## src/ssf_pkg.sv

```systemverilog
package ssf_pkg;

    // Register port widths
    localparam int unsigned ADDR_W = 7;
    localparam int unsigned DATA_W = 8;

    // Register addresses
    localparam logic [6:0] ADDR_FRAMES_LO = 7'h46;
    localparam logic [6:0] ADDR_FRAMES_HI = 7'h47;
    localparam logic [6:0] ADDR_OVERHEAD  = 7'h49;
    localparam logic [6:0] ADDR_OUT_LOG2  = 7'h4A;
    localparam logic [6:0] ADDR_LINES_LO  = 7'h4B;
    localparam logic [6:0] ADDR_LINES_HI  = 7'h4C;
    localparam logic [6:0] ADDR_BIT_MODE  = 7'h4D;
    localparam logic [6:0] ADDR_STATUS    = 7'h50;

    // Values after reset
    localparam logic [7:0]  OVERHEAD_RST = 8'h14;
    localparam logic [15:0] FRAMES_RST   = 16'h0001;
    localparam logic [2:0]  OUT_LOG2_RST = 3'h4;
    localparam logic [15:0] LINES_RST    = 16'h0800;
    localparam logic        BIT_MODE_RST = 1'b0;

    // Read-out arithmetic, in master clock periods
    localparam logic [16:0] TICKS_PER_UNIT = 17'h00081;
    localparam logic [2:0]  OUT_LOG2_MAX   = 3'h4;

    // Master clock derived from the system clock; never faster than the
    // 10-bit ceiling, which also keeps it above the lower limit
    localparam int unsigned CLK_MHZ      = 250;
    localparam int unsigned MCLK_MAX_MHZ = 48;
    localparam logic [7:0]  MCLK_DIV     =
        8'((CLK_MHZ + MCLK_MAX_MHZ - 1) / MCLK_MAX_MHZ);

    // Status register bit positions
    localparam int unsigned ST_BUSY    = 0;
    localparam int unsigned ST_FOT     = 1;
    localparam int unsigned ST_READOUT = 2;
    localparam int unsigned ST_BIT12   = 3;

    typedef struct packed {
        logic [15:0] frames;
        logic [7:0]  overhead;
        logic [2:0]  out_log2;
        logic [15:0] lines;
        logic        bit12;
    } ssf_cfg_t;

    localparam ssf_cfg_t CFG_RST = '{
        frames:   FRAMES_RST,
        overhead: OVERHEAD_RST,
        out_log2: OUT_LOG2_RST,
        lines:    LINES_RST,
        bit12:    BIT_MODE_RST
    };

    typedef enum logic [1:0] {
        SSF_IDLE,
        SSF_OVERHEAD,
        SSF_READOUT
    } ssf_state_t;

endpackage : ssf_pkg

```

## src/ssf_tick_timer.sv

```systemverilog
module ssf_tick_timer (
    input  wire logic        clock_i,
    input  wire logic        rst_i,
    input  wire logic        tick_i,
    input  wire logic        load_i,
    input  wire logic [16:0] load_val_i,
    output logic             done_o
);

    logic [16:0] count_q;
    logic [16:0] count_d;

    always_comb begin
        count_d = count_q;
        if (load_i) begin
            count_d = load_val_i;
        end else if (tick_i && (count_q != 17'h00000)) begin
            count_d = count_q - 17'h00001;
        end
    end

    always_ff @(posedge clock_i or posedge rst_i) begin
        if (rst_i) begin
            count_q <= 17'h00000;
        end else begin
            count_q <= count_d;
        end
    end

    // Done marks the master tick that ends the loaded interval
    assign done_o = tick_i && (count_q == 17'h00001);

endmodule : ssf_tick_timer

```

## src/ssf_sequencer.sv

```systemverilog
module ssf_sequencer (
    input  wire logic        clock_i,
    input  wire logic        rst_i,
    input  wire logic        system_reset_low_i,
    input  wire logic        frame_request_i,
    input  wire logic [6:0]  reg_addr_i,
    input  wire logic [7:0]  reg_wdata_i,
    input  wire logic        reg_wr_i,
    input  wire logic        reg_rd_i,
    output logic      [7:0]  reg_rdata_o,
    output logic             busy_o,
    output logic             overhead_o,
    output logic             readout_o,
    output logic             line_done_o,
    output logic             frame_done_o,
    output logic             bit12_mode_o
);

    // Pin synchronisers: the first stage feeds only the second
    logic rstn_s1_q;
    logic rstn_s2_q;
    logic req_s1_q;
    logic req_s2_q;

    always_ff @(posedge clock_i or posedge rst_i) begin
        if (rst_i) begin
            rstn_s1_q <= 1'b0;
            rstn_s2_q <= 1'b0;
            req_s1_q  <= 1'b0;
            req_s2_q  <= 1'b0;
        end else begin
            rstn_s1_q <= system_reset_low_i;
            rstn_s2_q <= rstn_s1_q;
            req_s1_q  <= frame_request_i;
            req_s2_q  <= req_s1_q;
        end
    end

    // Master clock enable and pin sampling on its edge
    logic [7:0] div_q;
    logic [7:0] div_d;
    logic       tick_q;
    logic       tick_d;
    logic       rstn_smp_q;
    logic       rstn_smp_d;
    logic       req_smp_q;
    logic       req_smp_d;

    always_comb begin
        div_d      = div_q + 8'h01;
        tick_d     = 1'b0;
        rstn_smp_d = rstn_smp_q;
        req_smp_d  = req_smp_q;
        if (div_q == ssf_pkg::MCLK_DIV - 8'h01) begin
            div_d  = 8'h00;
            tick_d = 1'b1;
        end
        if (tick_q) begin
            rstn_smp_d = rstn_s2_q;
            req_smp_d  = req_s2_q;
        end
    end

    always_ff @(posedge clock_i or posedge rst_i) begin
        if (rst_i) begin
            div_q      <= 8'h00;
            tick_q     <= 1'b0;
            rstn_smp_q <= 1'b0;
            req_smp_q  <= 1'b0;
        end else begin
            div_q      <= div_d;
            tick_q     <= tick_d;
            rstn_smp_q <= rstn_smp_d;
            req_smp_q  <= req_smp_d;
        end
    end

    // Held low the pin keeps the registers and the sequencer at defaults, so the falling edge
    // and the whole low phase act alike
    logic soft_rst;
    logic req_seen;

    assign soft_rst = !rstn_smp_q;
    // Rising edge only: a request held for many periods starts one burst
    assign req_seen = tick_q && req_s2_q && !req_smp_q;

    // Programming registers
    ssf_pkg::ssf_cfg_t cfg_q;
    ssf_pkg::ssf_cfg_t cfg_d;

    always_comb begin
        cfg_d = cfg_q;
        if (soft_rst) begin
            cfg_d = ssf_pkg::CFG_RST;
        end else if (reg_wr_i) begin
            case (reg_addr_i)
                ssf_pkg::ADDR_FRAMES_LO: cfg_d.frames[7:0]  = reg_wdata_i;
                ssf_pkg::ADDR_FRAMES_HI: cfg_d.frames[15:8] = reg_wdata_i;
                ssf_pkg::ADDR_OVERHEAD:  cfg_d.overhead     = reg_wdata_i;
                ssf_pkg::ADDR_OUT_LOG2: begin
                    if (reg_wdata_i[2:0] > ssf_pkg::OUT_LOG2_MAX) begin
                        cfg_d.out_log2 = ssf_pkg::OUT_LOG2_MAX;
                    end else begin
                        cfg_d.out_log2 = reg_wdata_i[2:0];
                    end
                end
                ssf_pkg::ADDR_LINES_LO:  cfg_d.lines[7:0]   = reg_wdata_i;
                ssf_pkg::ADDR_LINES_HI:  cfg_d.lines[15:8]  = reg_wdata_i;
                ssf_pkg::ADDR_BIT_MODE:  cfg_d.bit12        = reg_wdata_i[0];
                default: ;
            endcase
        end
    end

    always_ff @(posedge clock_i or posedge rst_i) begin
        if (rst_i) begin
            cfg_q <= ssf_pkg::CFG_RST;
        end else begin
            cfg_q <= cfg_d;
        end
    end

    // Interval lengths from the live configuration
    logic [2:0]  lane_shift;
    logic [4:0]  lane_factor;
    logic [9:0]  fot_units;
    logic [16:0] fot_ticks;
    logic [16:0] line_ticks;

    always_comb begin
        lane_shift  = ssf_pkg::OUT_LOG2_MAX - cfg_q.out_log2;
        lane_factor = 5'(5'h01 << lane_shift);
        fot_units   = {2'b00, cfg_q.overhead} + {4'h0, lane_factor, 1'b0};
        fot_ticks   = 17'({7'h00, fot_units} * ssf_pkg::TICKS_PER_UNIT);
        line_ticks  = 17'({12'h000, lane_factor} * ssf_pkg::TICKS_PER_UNIT);
    end

    // Frame sequencer
    ssf_pkg::ssf_state_t state_q;
    ssf_pkg::ssf_state_t state_d;
    logic [15:0] frames_left_q;
    logic [15:0] frames_left_d;
    logic [15:0] lines_left_q;
    logic [15:0] lines_left_d;
    logic        tmr_load;
    logic [16:0] tmr_val;
    logic        tmr_done;
    logic        line_pulse_d;
    logic        frame_pulse_d;

    ssf_tick_timer u_timer (
        .clock_i    (clock_i),
        .rst_i      (rst_i),
        .tick_i     (tick_q),
        .load_i     (tmr_load),
        .load_val_i (tmr_val),
        .done_o     (tmr_done)
    );

    always_comb begin
        state_d       = state_q;
        frames_left_d = frames_left_q;
        lines_left_d  = lines_left_q;
        tmr_load      = 1'b0;
        tmr_val       = fot_ticks;
        line_pulse_d  = 1'b0;
        frame_pulse_d = 1'b0;
        case (state_q)
            ssf_pkg::SSF_IDLE: begin
                if (req_seen && !soft_rst) begin
                    state_d  = ssf_pkg::SSF_OVERHEAD;
                    tmr_load = 1'b1;
                    tmr_val  = fot_ticks;
                    // A zero count still yields one frame
                    if (cfg_q.frames == 16'h0000) begin
                        frames_left_d = 16'h0001;
                    end else begin
                        frames_left_d = cfg_q.frames;
                    end
                end
            end
            ssf_pkg::SSF_OVERHEAD: begin
                if (tmr_done) begin
                    state_d  = ssf_pkg::SSF_READOUT;
                    tmr_load = 1'b1;
                    tmr_val  = line_ticks;
                    if (cfg_q.lines == 16'h0000) begin
                        lines_left_d = 16'h0001;
                    end else begin
                        lines_left_d = cfg_q.lines;
                    end
                end
            end
            ssf_pkg::SSF_READOUT: begin
                if (tmr_done) begin
                    line_pulse_d = 1'b1;
                    if (lines_left_q == 16'h0001) begin
                        frame_pulse_d = 1'b1;
                        if (frames_left_q == 16'h0001) begin
                            state_d = ssf_pkg::SSF_IDLE;
                        end else begin
                            // Exposure overlaps read-out, so the next
                            // overhead follows at once
                            frames_left_d = frames_left_q - 16'h0001;
                            state_d       = ssf_pkg::SSF_OVERHEAD;
                            tmr_load      = 1'b1;
                            tmr_val       = fot_ticks;
                        end
                    end else begin
                        lines_left_d = lines_left_q - 16'h0001;
                        tmr_load     = 1'b1;
                        tmr_val      = line_ticks;
                    end
                end
            end
            default: begin
                state_d = ssf_pkg::SSF_IDLE;
            end
        endcase
        if (soft_rst) begin
            state_d       = ssf_pkg::SSF_IDLE;
            frames_left_d = 16'h0000;
            lines_left_d  = 16'h0000;
            line_pulse_d  = 1'b0;
            frame_pulse_d = 1'b0;
        end
    end

    always_ff @(posedge clock_i or posedge rst_i) begin
        if (rst_i) begin
            state_q       <= ssf_pkg::SSF_IDLE;
            frames_left_q <= 16'h0000;
            lines_left_q  <= 16'h0000;
        end else begin
            state_q       <= state_d;
            frames_left_q <= frames_left_d;
            lines_left_q  <= lines_left_d;
        end
    end

    // Registered outputs and read port
    logic [7:0] status;
    logic [7:0] rdata_d;

    always_comb begin
        status                      = 8'h00;
        status[ssf_pkg::ST_BUSY]    = (state_q != ssf_pkg::SSF_IDLE);
        status[ssf_pkg::ST_FOT]     = (state_q == ssf_pkg::SSF_OVERHEAD);
        status[ssf_pkg::ST_READOUT] = (state_q == ssf_pkg::SSF_READOUT);
        status[ssf_pkg::ST_BIT12]   = cfg_q.bit12;
        rdata_d = 8'h00;
        if (reg_rd_i) begin
            case (reg_addr_i)
                ssf_pkg::ADDR_FRAMES_LO: rdata_d = cfg_q.frames[7:0];
                ssf_pkg::ADDR_FRAMES_HI: rdata_d = cfg_q.frames[15:8];
                ssf_pkg::ADDR_OVERHEAD:  rdata_d = cfg_q.overhead;
                ssf_pkg::ADDR_OUT_LOG2:  rdata_d = {5'h00, cfg_q.out_log2};
                ssf_pkg::ADDR_LINES_LO:  rdata_d = cfg_q.lines[7:0];
                ssf_pkg::ADDR_LINES_HI:  rdata_d = cfg_q.lines[15:8];
                ssf_pkg::ADDR_BIT_MODE:  rdata_d = {7'h00, cfg_q.bit12};
                ssf_pkg::ADDR_STATUS:    rdata_d = status;
                default:                 rdata_d = 8'h00;
            endcase
        end
    end

    always_ff @(posedge clock_i or posedge rst_i) begin
        if (rst_i) begin
            reg_rdata_o  <= 8'h00;
            busy_o       <= 1'b0;
            overhead_o   <= 1'b0;
            readout_o    <= 1'b0;
            line_done_o  <= 1'b0;
            frame_done_o <= 1'b0;
            bit12_mode_o <= 1'b0;
        end else begin
            reg_rdata_o  <= rdata_d;
            busy_o       <= (state_d != ssf_pkg::SSF_IDLE);
            overhead_o   <= (state_d == ssf_pkg::SSF_OVERHEAD);
            readout_o    <= (state_d == ssf_pkg::SSF_READOUT);
            line_done_o  <= line_pulse_d;
            frame_done_o <= frame_pulse_d;
            bit12_mode_o <= cfg_d.bit12;
        end
    end

endmodule : ssf_sequencer

```

## config.mk

```make
export PLATFORM = sky130hd
export DESIGN_NAME = ssf_sequencer
export DESIGN_NICKNAME = d
export VERILOG_FILES = /design/src/ssf_pkg.sv /design/src/ssf_tick_timer.sv /design/src/ssf_sequencer.sv
export SDC_FILE = /design/constraint.sdc
export NUM_CORES = 1
export LEC_CHECK = 0
export BUFFER_PORTS_ARGS = -buffer_cell sky130_fd_sc_hd__buf_2
export CAP_MARGIN = 25
export CELL_PAD_IN_SITES_DETAIL_PLACEMENT = 1
export CELL_PAD_IN_SITES_GLOBAL_PLACEMENT = 2
export CORE_MARGIN = 1.5
export CORE_UTILIZATION = 40
export CTS_CLUSTER_DIAMETER = 60
export DETAILED_ROUTE_END_ITERATION = 8
export GPL_TIMING_DRIVEN = 0
export HOLD_SLACK_MARGIN = 0.15
export PLACE_DENSITY = 0.81
export SLEW_MARGIN = 30
export SYNTH_ARGS = -nofsm -noshare
export SYNTH_HDL_FRONTEND = slang
export SYNTH_SLANG_ARGS = --single-unit
```

## constraint.sdc

```tcl
create_clock -name clock_i -period 5.2 [get_ports clock_i]
set_input_delay 0.26 -clock clock_i [delete_from_list [all_inputs] [get_ports clock_i]]
set_output_delay 0.26 -clock clock_i [all_outputs]
set_load 0.005 [all_outputs]
```

==> results of run 1 <==
state kept, by name, summed over array words and instances (netlist names), 2 cells and up:
register	cells
state_q	2
lines_left_q	16
cfg_q	43
u_timer.count_q	17
div_q	8
reg_rdata_o	8
frames_left_q	16
worst max path at each step:
stage / to / slack, ns / depth (start not counted) / start
finish: u_timer.count_q[15] / 0.85 / 16 / cfg_q[18]
floorplan: u_timer.count_q[13] / 1.52 / 17 / cfg_q[19]
CTS: u_timer.count_q[15] / 0.83 / 16 / cfg_q[18]
global placement: div_q[2] / 0.16 / 2 / rst_i
global route: u_timer.count_q[15] / 0.53 / 16 / cfg_q[18]
detailed placement: u_timer.count_q[15] / 0.88 / 16 / cfg_q[18]
metal layers:
metal | vias to the layer above | GRT usage [%]
met5 | - | 0
met3 | 54 | 5.13
met1 | 3476 | 35.4
li1 | 3163 | -
met2 | 204 | 45.2
met4 | 0 | 11.4
metrics by stage:
stage	hold WS, ns	instances	setup slack (ns)	utilization [%]
floorplan	0.291	833	1.52	-
global placement	0.344	1099	0.157	43.2
detailed placement	0.262	1100	0.876	43.4
CTS	0.152	1135	0.834	46.7
global route	0.169	1135	0.534	46.8
finish	0.176	1135	0.851	46.8
logic make-up (layout without fill, tap and decap cells):
| kind of cell | Yosys count | in the layout | share of synthesized area [%] |
|---|---|---|---|
| simple gates | 336 | 336 | 23.6 |
| fa+ha+maj | 25 | 25 | 4.32 |
| buf+inv | 78 | 146 | 4.25 |
| flops | 123 | 123 | 40.6 |
| mux | 32 | 32 | 4.32 |
| xor+xnor | 29 | 29 | 3.34 |
| compound gates | 210 | 210 | 19.5 |
final cells by class:
type | count | area, um^2
inverters | 28 | 113
well taps | 234 | 293
flip-flops and latches | 123 | 3080
plain buffers | 50 | 218
clock buffers | 21 | 470
multi-input cells | 632 | 4200
fillers | 2157 | 9930
clock inverters | 11 | 120
repair buffers | 36 | 218
critical path, cell delays in order (launching register included):
cell and delay, ns:
dfrtp_1 0.48, nor3b_1 0.48, ha_1 0.38, o21ai_0 0.30, o21bai_1 0.10, a21oi_1 0.23
or2_2 0.16, inv_1 0.04, ha_1 0.20, ha_1 0.28, ha_1 0.18, inv_1 0.06
fa_1 0.43, and4b_1 0.27, o211ai_1 0.13, o31ai_1 0.36, a31o_2 0.20
placed cells by master (no fill, tap or decap), types with 13 or more instances in the layout:
cell       count
nand2_1       86
mux2i_1       26
nor3_1        25
a22oi_1       13
inv_1         26
clkbuf_1      43
ha_1          23
o21ai_0       43
o31ai_1       17
nor2_1        47
dfrtp_1      118
nand3_1       54
a21boi_0      29
clkbuf_16     17
xnor2_1       21
nor2b_1       26
buf_2         37
a21oi_1       29
what timing repair did:
item | CTS | global route
setup buffers | 0 | 0
hold buffers | 3 | 0
hold endpoints to repair | 40 | 0
power by group through the flow:
stage          sequential, mW  clock [mW]  combinational, mW
3_5_place_dp             1.06           0              0.236
5_1_grt                  1.05        1.26              0.267
2_1_floorplan            1.05           0              0.164
3_3_place_gp             1.05           0              0.224
6_report                 1.04        1.21              0.240
4_1_cts                  1.04        1.23              0.240
==> impl_results.md, run 1 <==
* RR Startpoint: cfg_q[18]
* Sequential cell fraction of total power at 41.9%
* Peak supply drop at 0.241 mV
* Synth top area cells: dfrtp_1 (39%), nand2_1 (4.3%), ha_1 (3.8%)
* Post-synth top cells: dfrtp_1 (118), nand2_1 (86), nand3_1 (54)
* Final period util at 83.6%
* Number of synthesis warnings at 0
* Die Ht at 141 um
* Share of cells above drive strength 1 at 11.9%
* Num CTS Buffers at 17
* Psw at 0.662 mW
* Syn-to-layout area delta at 14.8%
* Status: finished, final reports clean
* Vias per std cell at 6.08
* Reg-to-reg endpoint: u_timer.count_q[15]
* Worst-path clk slew at 0.06 ns
* Mean Syn Cell Area at 9.12 um^2
* Post-Syn Area at 7590 um^2
* Via count at 6897
* Die area at 19800 um^2
* GRT overflow at 0
* Post-route cell area at 8720 um^2
* Critical path required time at 5.56 ns
* Final Hold Fails at 0
* Worst setup skew after layout at 0.0124 ns
* Area post-placement at 8090 um^2
* Post-synth cell types at 75
* Clk pwr share at 48.5%
* Hold_sp: reg_wdata_i[2]
* Hold Path Cell Cnt at 3
* Gate power share at 9.6%
* ANT nets after route at 0
* Cell taking the most area after synthesis: dfrtp_1
* Row count at 50
* Reg2reg path depth at 16
* ANT cells at 0
* Total GRT Usage at 27.4%
* Cells after Synth at 833
* Min-delay worst type: in -> reg
* Vias in the first global route at 7358
* Final Setup Violations at 0
* Pwr Density at 286 nW/um^2
* Initial antenna violation count at 0
* Wire length on met3 at 1240 um
* Total clock sinks at 123
* Fin Setup TNS at 0 ns
* Worst-margin pin slew at 0.878 ns
* Largest net degree at the start of global routing at 86
* Switching share of power at 26.6%
* Routability Congestion at 0.886
* DR iter-0 viols at 507
* Max frequency at 230 MHz
* Seq/Total Area, Yosys at 40.6%
* IO buf count at 32
* Slew Viols, Final at 0
* Router iterations before antenna repair at 5
* Final HPWL DP at 19200 um
* I/O Pins at 35
* DRT met1 WL at 11500 um
* Total Wirelength at 26100 um
* CTS tree: built
* Mapped Nets at 879
* FF+latch count, synth at 123
* Root Driver: clkbuf_16
* Fin nets at 934
* Clock Tree Buf Depth at 2
* Arr. time, crit path at 4.71 ns
* R2R Setup Slk at 0.85 ns
* Slew HR at 41.1%
* Number of remaining DRC errors at 0
* Synth Flop Type: dfrtp_1
* Post-synth top area share at 38.9%
* Final Total Pwr at 2.49 mW
* Post-synth ARST share at 100%
* RSZ-0062 raised after global routing: no
* Core area at 18600 um^2
* Setup CP Type: reg -> reg
* CP max FO at 7
* Die W at 141 um
* Met2 wire length at 12500 um
* Skew-Pair Late Insertion Delay at 0.42 ns
* CTS resizes at 0
* H-tree levels at 4
* P_leak at 3.65 nW
* Wire length of the first global-routing pass at 41600 um
* Highest routed layer: met4
* Startpoint Class: register
* Routed wire per std cell at 23.0 um
* Starting Density at 40.7%
* Worst Hold End: cfg_q[19]
* Max-cap violations at 0
* Internal power at 1.83 mW
* Count leader, synth: dfrtp_1
* Setup crit end kind: register
* Post-synth EDFFs at 0
* Final worst path period need at 4.35 ns
(Power assumes the default switching activity.)
==> run 2: changes to the inputs <==
--- a/config.mk
+++ b/config.mk
@@ -10,12 +10,12 @@
 export CELL_PAD_IN_SITES_DETAIL_PLACEMENT = 1
 export CELL_PAD_IN_SITES_GLOBAL_PLACEMENT = 2
 export CORE_MARGIN = 1.5
-export CORE_UTILIZATION = 40
+export CORE_UTILIZATION = 36
 export CTS_CLUSTER_DIAMETER = 60
 export DETAILED_ROUTE_END_ITERATION = 8
 export GPL_TIMING_DRIVEN = 0
 export HOLD_SLACK_MARGIN = 0.15
-export PLACE_DENSITY = 0.81
+export PLACE_DENSITY = 0.77
 export SLEW_MARGIN = 30
 export SYNTH_ARGS = -nofsm -noshare
 export SYNTH_HDL_FRONTEND = slang
==> constraint.sdc (replaced) <==
create_clock -name clock_i -period 4 [get_ports clock_i]
set_input_delay 0.2 -clock clock_i [delete_from_list [all_inputs] [get_ports clock_i]]
set_output_delay 0.2 -clock clock_i [all_outputs]
set_load 0.005 [all_outputs]
==> impl_results.md, run 2 (same netlist as run 1, synthesis figures left out) <==
* Filler cells at 2391 (was 2157)
* Crit path cell chain: and3b_2, ha_4, a211oi_4, o21bai_1, a21oi_2, or2_4, inv_1, ha_2, ha_4, ha_4, inv_2, fa_2, and4b_1, o211ai_1, buf_4, o31ai_4, a31o_2 (was nor3b_1, ha_1, o21ai_0, o21bai_1, a21oi_1, or2_2, inv_1, ha_1, ha_1, ha_1, inv_1, fa_1, and4b_1, o211ai_1, o31ai_1, a31o_2)
* Setup crit end kind: register (unchanged)
* CTS tree: built (unchanged)
* Starting Density at 37.1% (was 40.7%)
* Total GRT Usage at 25.2% (was 27.4%)
* Final worst path period need at 3.91 ns (was 4.35 ns)
* Slew HR at 38.8% (was 41.1%)
* Status: finished, final reports clean (unchanged)
* Row count at 52 (was 50)
* Final HPWL DP at 19600 um (was 19200 um)
* GRT overflow at 0 (unchanged)
* Syn-to-layout area delta at 20.0% (was 14.8%)
* Slew Viols, Final at 0 (unchanged)
* Clock Tree Buf Depth at 2 (unchanged)
* Switching share of power at 27.8% (was 26.6%)
* Vias in the first global route at 7433 (was 7358)
* ANT nets after route at 0 (unchanged)
* Initial antenna violation count at 0 (unchanged)
* Number of remaining DRC errors at 0 (unchanged)
* Vias per std cell at 5.88 (was 6.08)
* Buf/Inv on CP at 3 (was 2)
* Fin nets at 955 (was 934)
* Top flop regs: cfg_q x43, u_timer.count_q x17 (unchanged)
* Wire length of the first global-routing pass at 42600 um (was 41600 um)
* Worst setup skew after layout at 0.0119 ns (was 0.0124 ns)
* Internal power at 2.34 mW (was 1.83 mW)
* Worst-margin pin slew at 0.906 ns (was 0.878 ns)
* H-tree levels at 4 (unchanged)
* Critical path required time at 4.37 ns (was 5.56 ns)
* Via count at 7008 (was 6897)
* Min-delay worst type: in -> async (was in -> reg)
* Gate power share at 9.9% (was 9.6%)
* Root Driver: clkbuf_16 (unchanged)
* Crit path top cell by count: ha_4 (was ha_1)
* IO buf count at 32 (unchanged)
* CP peak stage delay at 0.59 ns (was 0.48 ns)
* Startpoint Class: register (unchanged)
* Final non-filler cell total at 1192 (was 1135)
* Worst path top cell family by delay: adder cells (unchanged)
* Peak supply drop at 0.226 mV (was 0.241 mV)
* Die Ht at 148 um (was 141 um)
* Largest register FFs at 43 (unchanged)
* Arr. time, crit path at 4.27 ns (was 4.71 ns)
* Skew-Pair Late Insertion Delay at 0.43 ns (was 0.42 ns)
* Final Hold Fails at 0 (unchanged)
* Fin util at 44.5% (was 46.8%)
* Routed wire per std cell at 22.4 um (was 23.0 um)
* Psw at 0.903 mW (was 0.662 mW)
* Share of cells above drive strength 1 at 15.6% (was 11.9%)
* P_leak at 3.76 nW (was 3.65 nW)
* ANT cells at 0 (unchanged)
* Router iterations before antenna repair at 5 (unchanged)
* Max frequency at 256 MHz (was 230 MHz)
* Largest net degree at the start of global routing at 84 (was 86)
* DR iter-0 viols at 426 (was 507)
* CP max-delay cell: dfstp_2 (was dfrtp_1)
* Sequential cell fraction of total power at 41.7% (was 41.9%)
* Final Setup Violations at 0 (unchanged)
* Commonest non-fill, non-tap cell in the layout: dfrtp_1 (unchanged)
* Die W at 148 um (was 141 um)
* Commonest non-fill, non-tap cells in the layout: dfrtp_1 (116), nand2_1 (86), nand3_1 (53) (was dfrtp_1 (118), nand2_1 (86), nand3_1 (54))
* I/O Pins at 35 (unchanged)
* Worst-path clk slew at 0.06 ns (about the same)
* Core area at 20500 um^2 (was 18600 um^2)
* Pwr Density at 356 nW/um^2 (was 286 nW/um^2)
* CP max FO at 4 (was 7)
* DP Cell Count at 1136 (was 1100)
* Setup CP Type: reg -> reg (unchanged)
* Routability Congestion at 0.852 (was 0.886)
* Clk pwr share at 48.4% (was 48.5%)
* Most flop-heavy register: cfg_q (unchanged)
* Die area at 22000 um^2 (was 19800 um^2)
* Total clock sinks at 123 (unchanged)
* Final period util at 97.7% (was 83.6%)
* Max-cap violations at 0 (unchanged)
* Total Wirelength at 26700 um (was 26100 um)
* Num CTS Buffers at 17 (unchanged)
[run 2: path summary, 6_finish.rpt]
check | from | slack, ns | cells past startpoint | endpoint
worst max-delay path | cfg_q[19] | 0.09 | 17 | u_timer.count_q[15]
worst min-delay path | rst_i | 0.30 | 3 | cfg_q[17]
worst max register to register | cfg_q[19] | 0.09 | 17 | u_timer.count_q[15]
worst min register to register | req_s1_q | 0.36 | 0 | req_s2_q
max in group asynchronous | rst_i | 2.94 | 4 | rstn_smp_q
min in group clock_i | reg_wr_i | 0.34 | 4 | bit12_mode_o
[run 2: through the flow]
step | cell area [um^2] | hold WS, ns | TNS, ns | worst slack, ns | power [mW]
after floorplan | 7590 | 0.231 | 0 | 0.324 | 1.57
after global placement | 8090 | 0.313 | -122.53 | -1.05 | 1.66
after detailed placement | 8130 | 0.210 | -0.624 | -0.297 | 1.68
after CTS | 8900 | 0.304 | 0 | 0.0165 | 3.27
after global routing | 9110 | 0.319 | -0.0364 | -0.0255 | 3.36
final | 9110 | 0.302 | 0 | 0.0928 | 3.24
[run 2: worst min-delay path, delay by kind of cell]
kind	cells	cell delay (ns)
buffers and inverters	3	0.92
[run 2: layer usage]
layer,vias to the layer above,global-route usage [%],wire length (um)
met4,0,7.77,547
met1,3629,32.7,11900
met5,-,0,0
met2,152,42.8,13300
li1,3196,-,-
met3,31,4.23,953
[run 2: area by class of cell]
| type | instances | area [um^2] | share of cell area, % |
|---|---|---|---|
| multi-input cells | 632 | 4370 | 48.0 |
| flip-flops and latches | 123 | 3090 | 33.9 |
| clock buffers | 17 | 425 | 4.67 |
| repair buffers | 57 | 395 | 4.34 |
| well taps | 270 | 338 | 3.71 |
| plain buffers | 50 | 218 | 2.39 |
| clock inverters | 15 | 164 | 1.80 |
| inverters | 28 | 113 | 1.24 |
[run 2: power by group through the flow]
stage	sequential, mW	combinational (mW)	clock, mW
2_1_floorplan	1.36	0.213	0
3_3_place_gp	1.37	0.293	0
3_5_place_dp	1.37	0.309	0
4_1_cts	1.35	0.322	1.60
5_1_grt	1.36	0.358	1.65
6_report	1.35	0.322	1.57
[run 2: repair_timing]
| item | CTS | global route |
|---|---|---|
| gates resized for setup | 11 | 26 |
| cloned | 0 | 0 |
| endpoints found under the hold margin | 69 | 0 |
| pin swaps | 2 | 10 |
| buffers inserted | 3 | 10 |
| endpoints found under the setup margin | 3 | 2 |
| hold buffers | 11 | 0 |
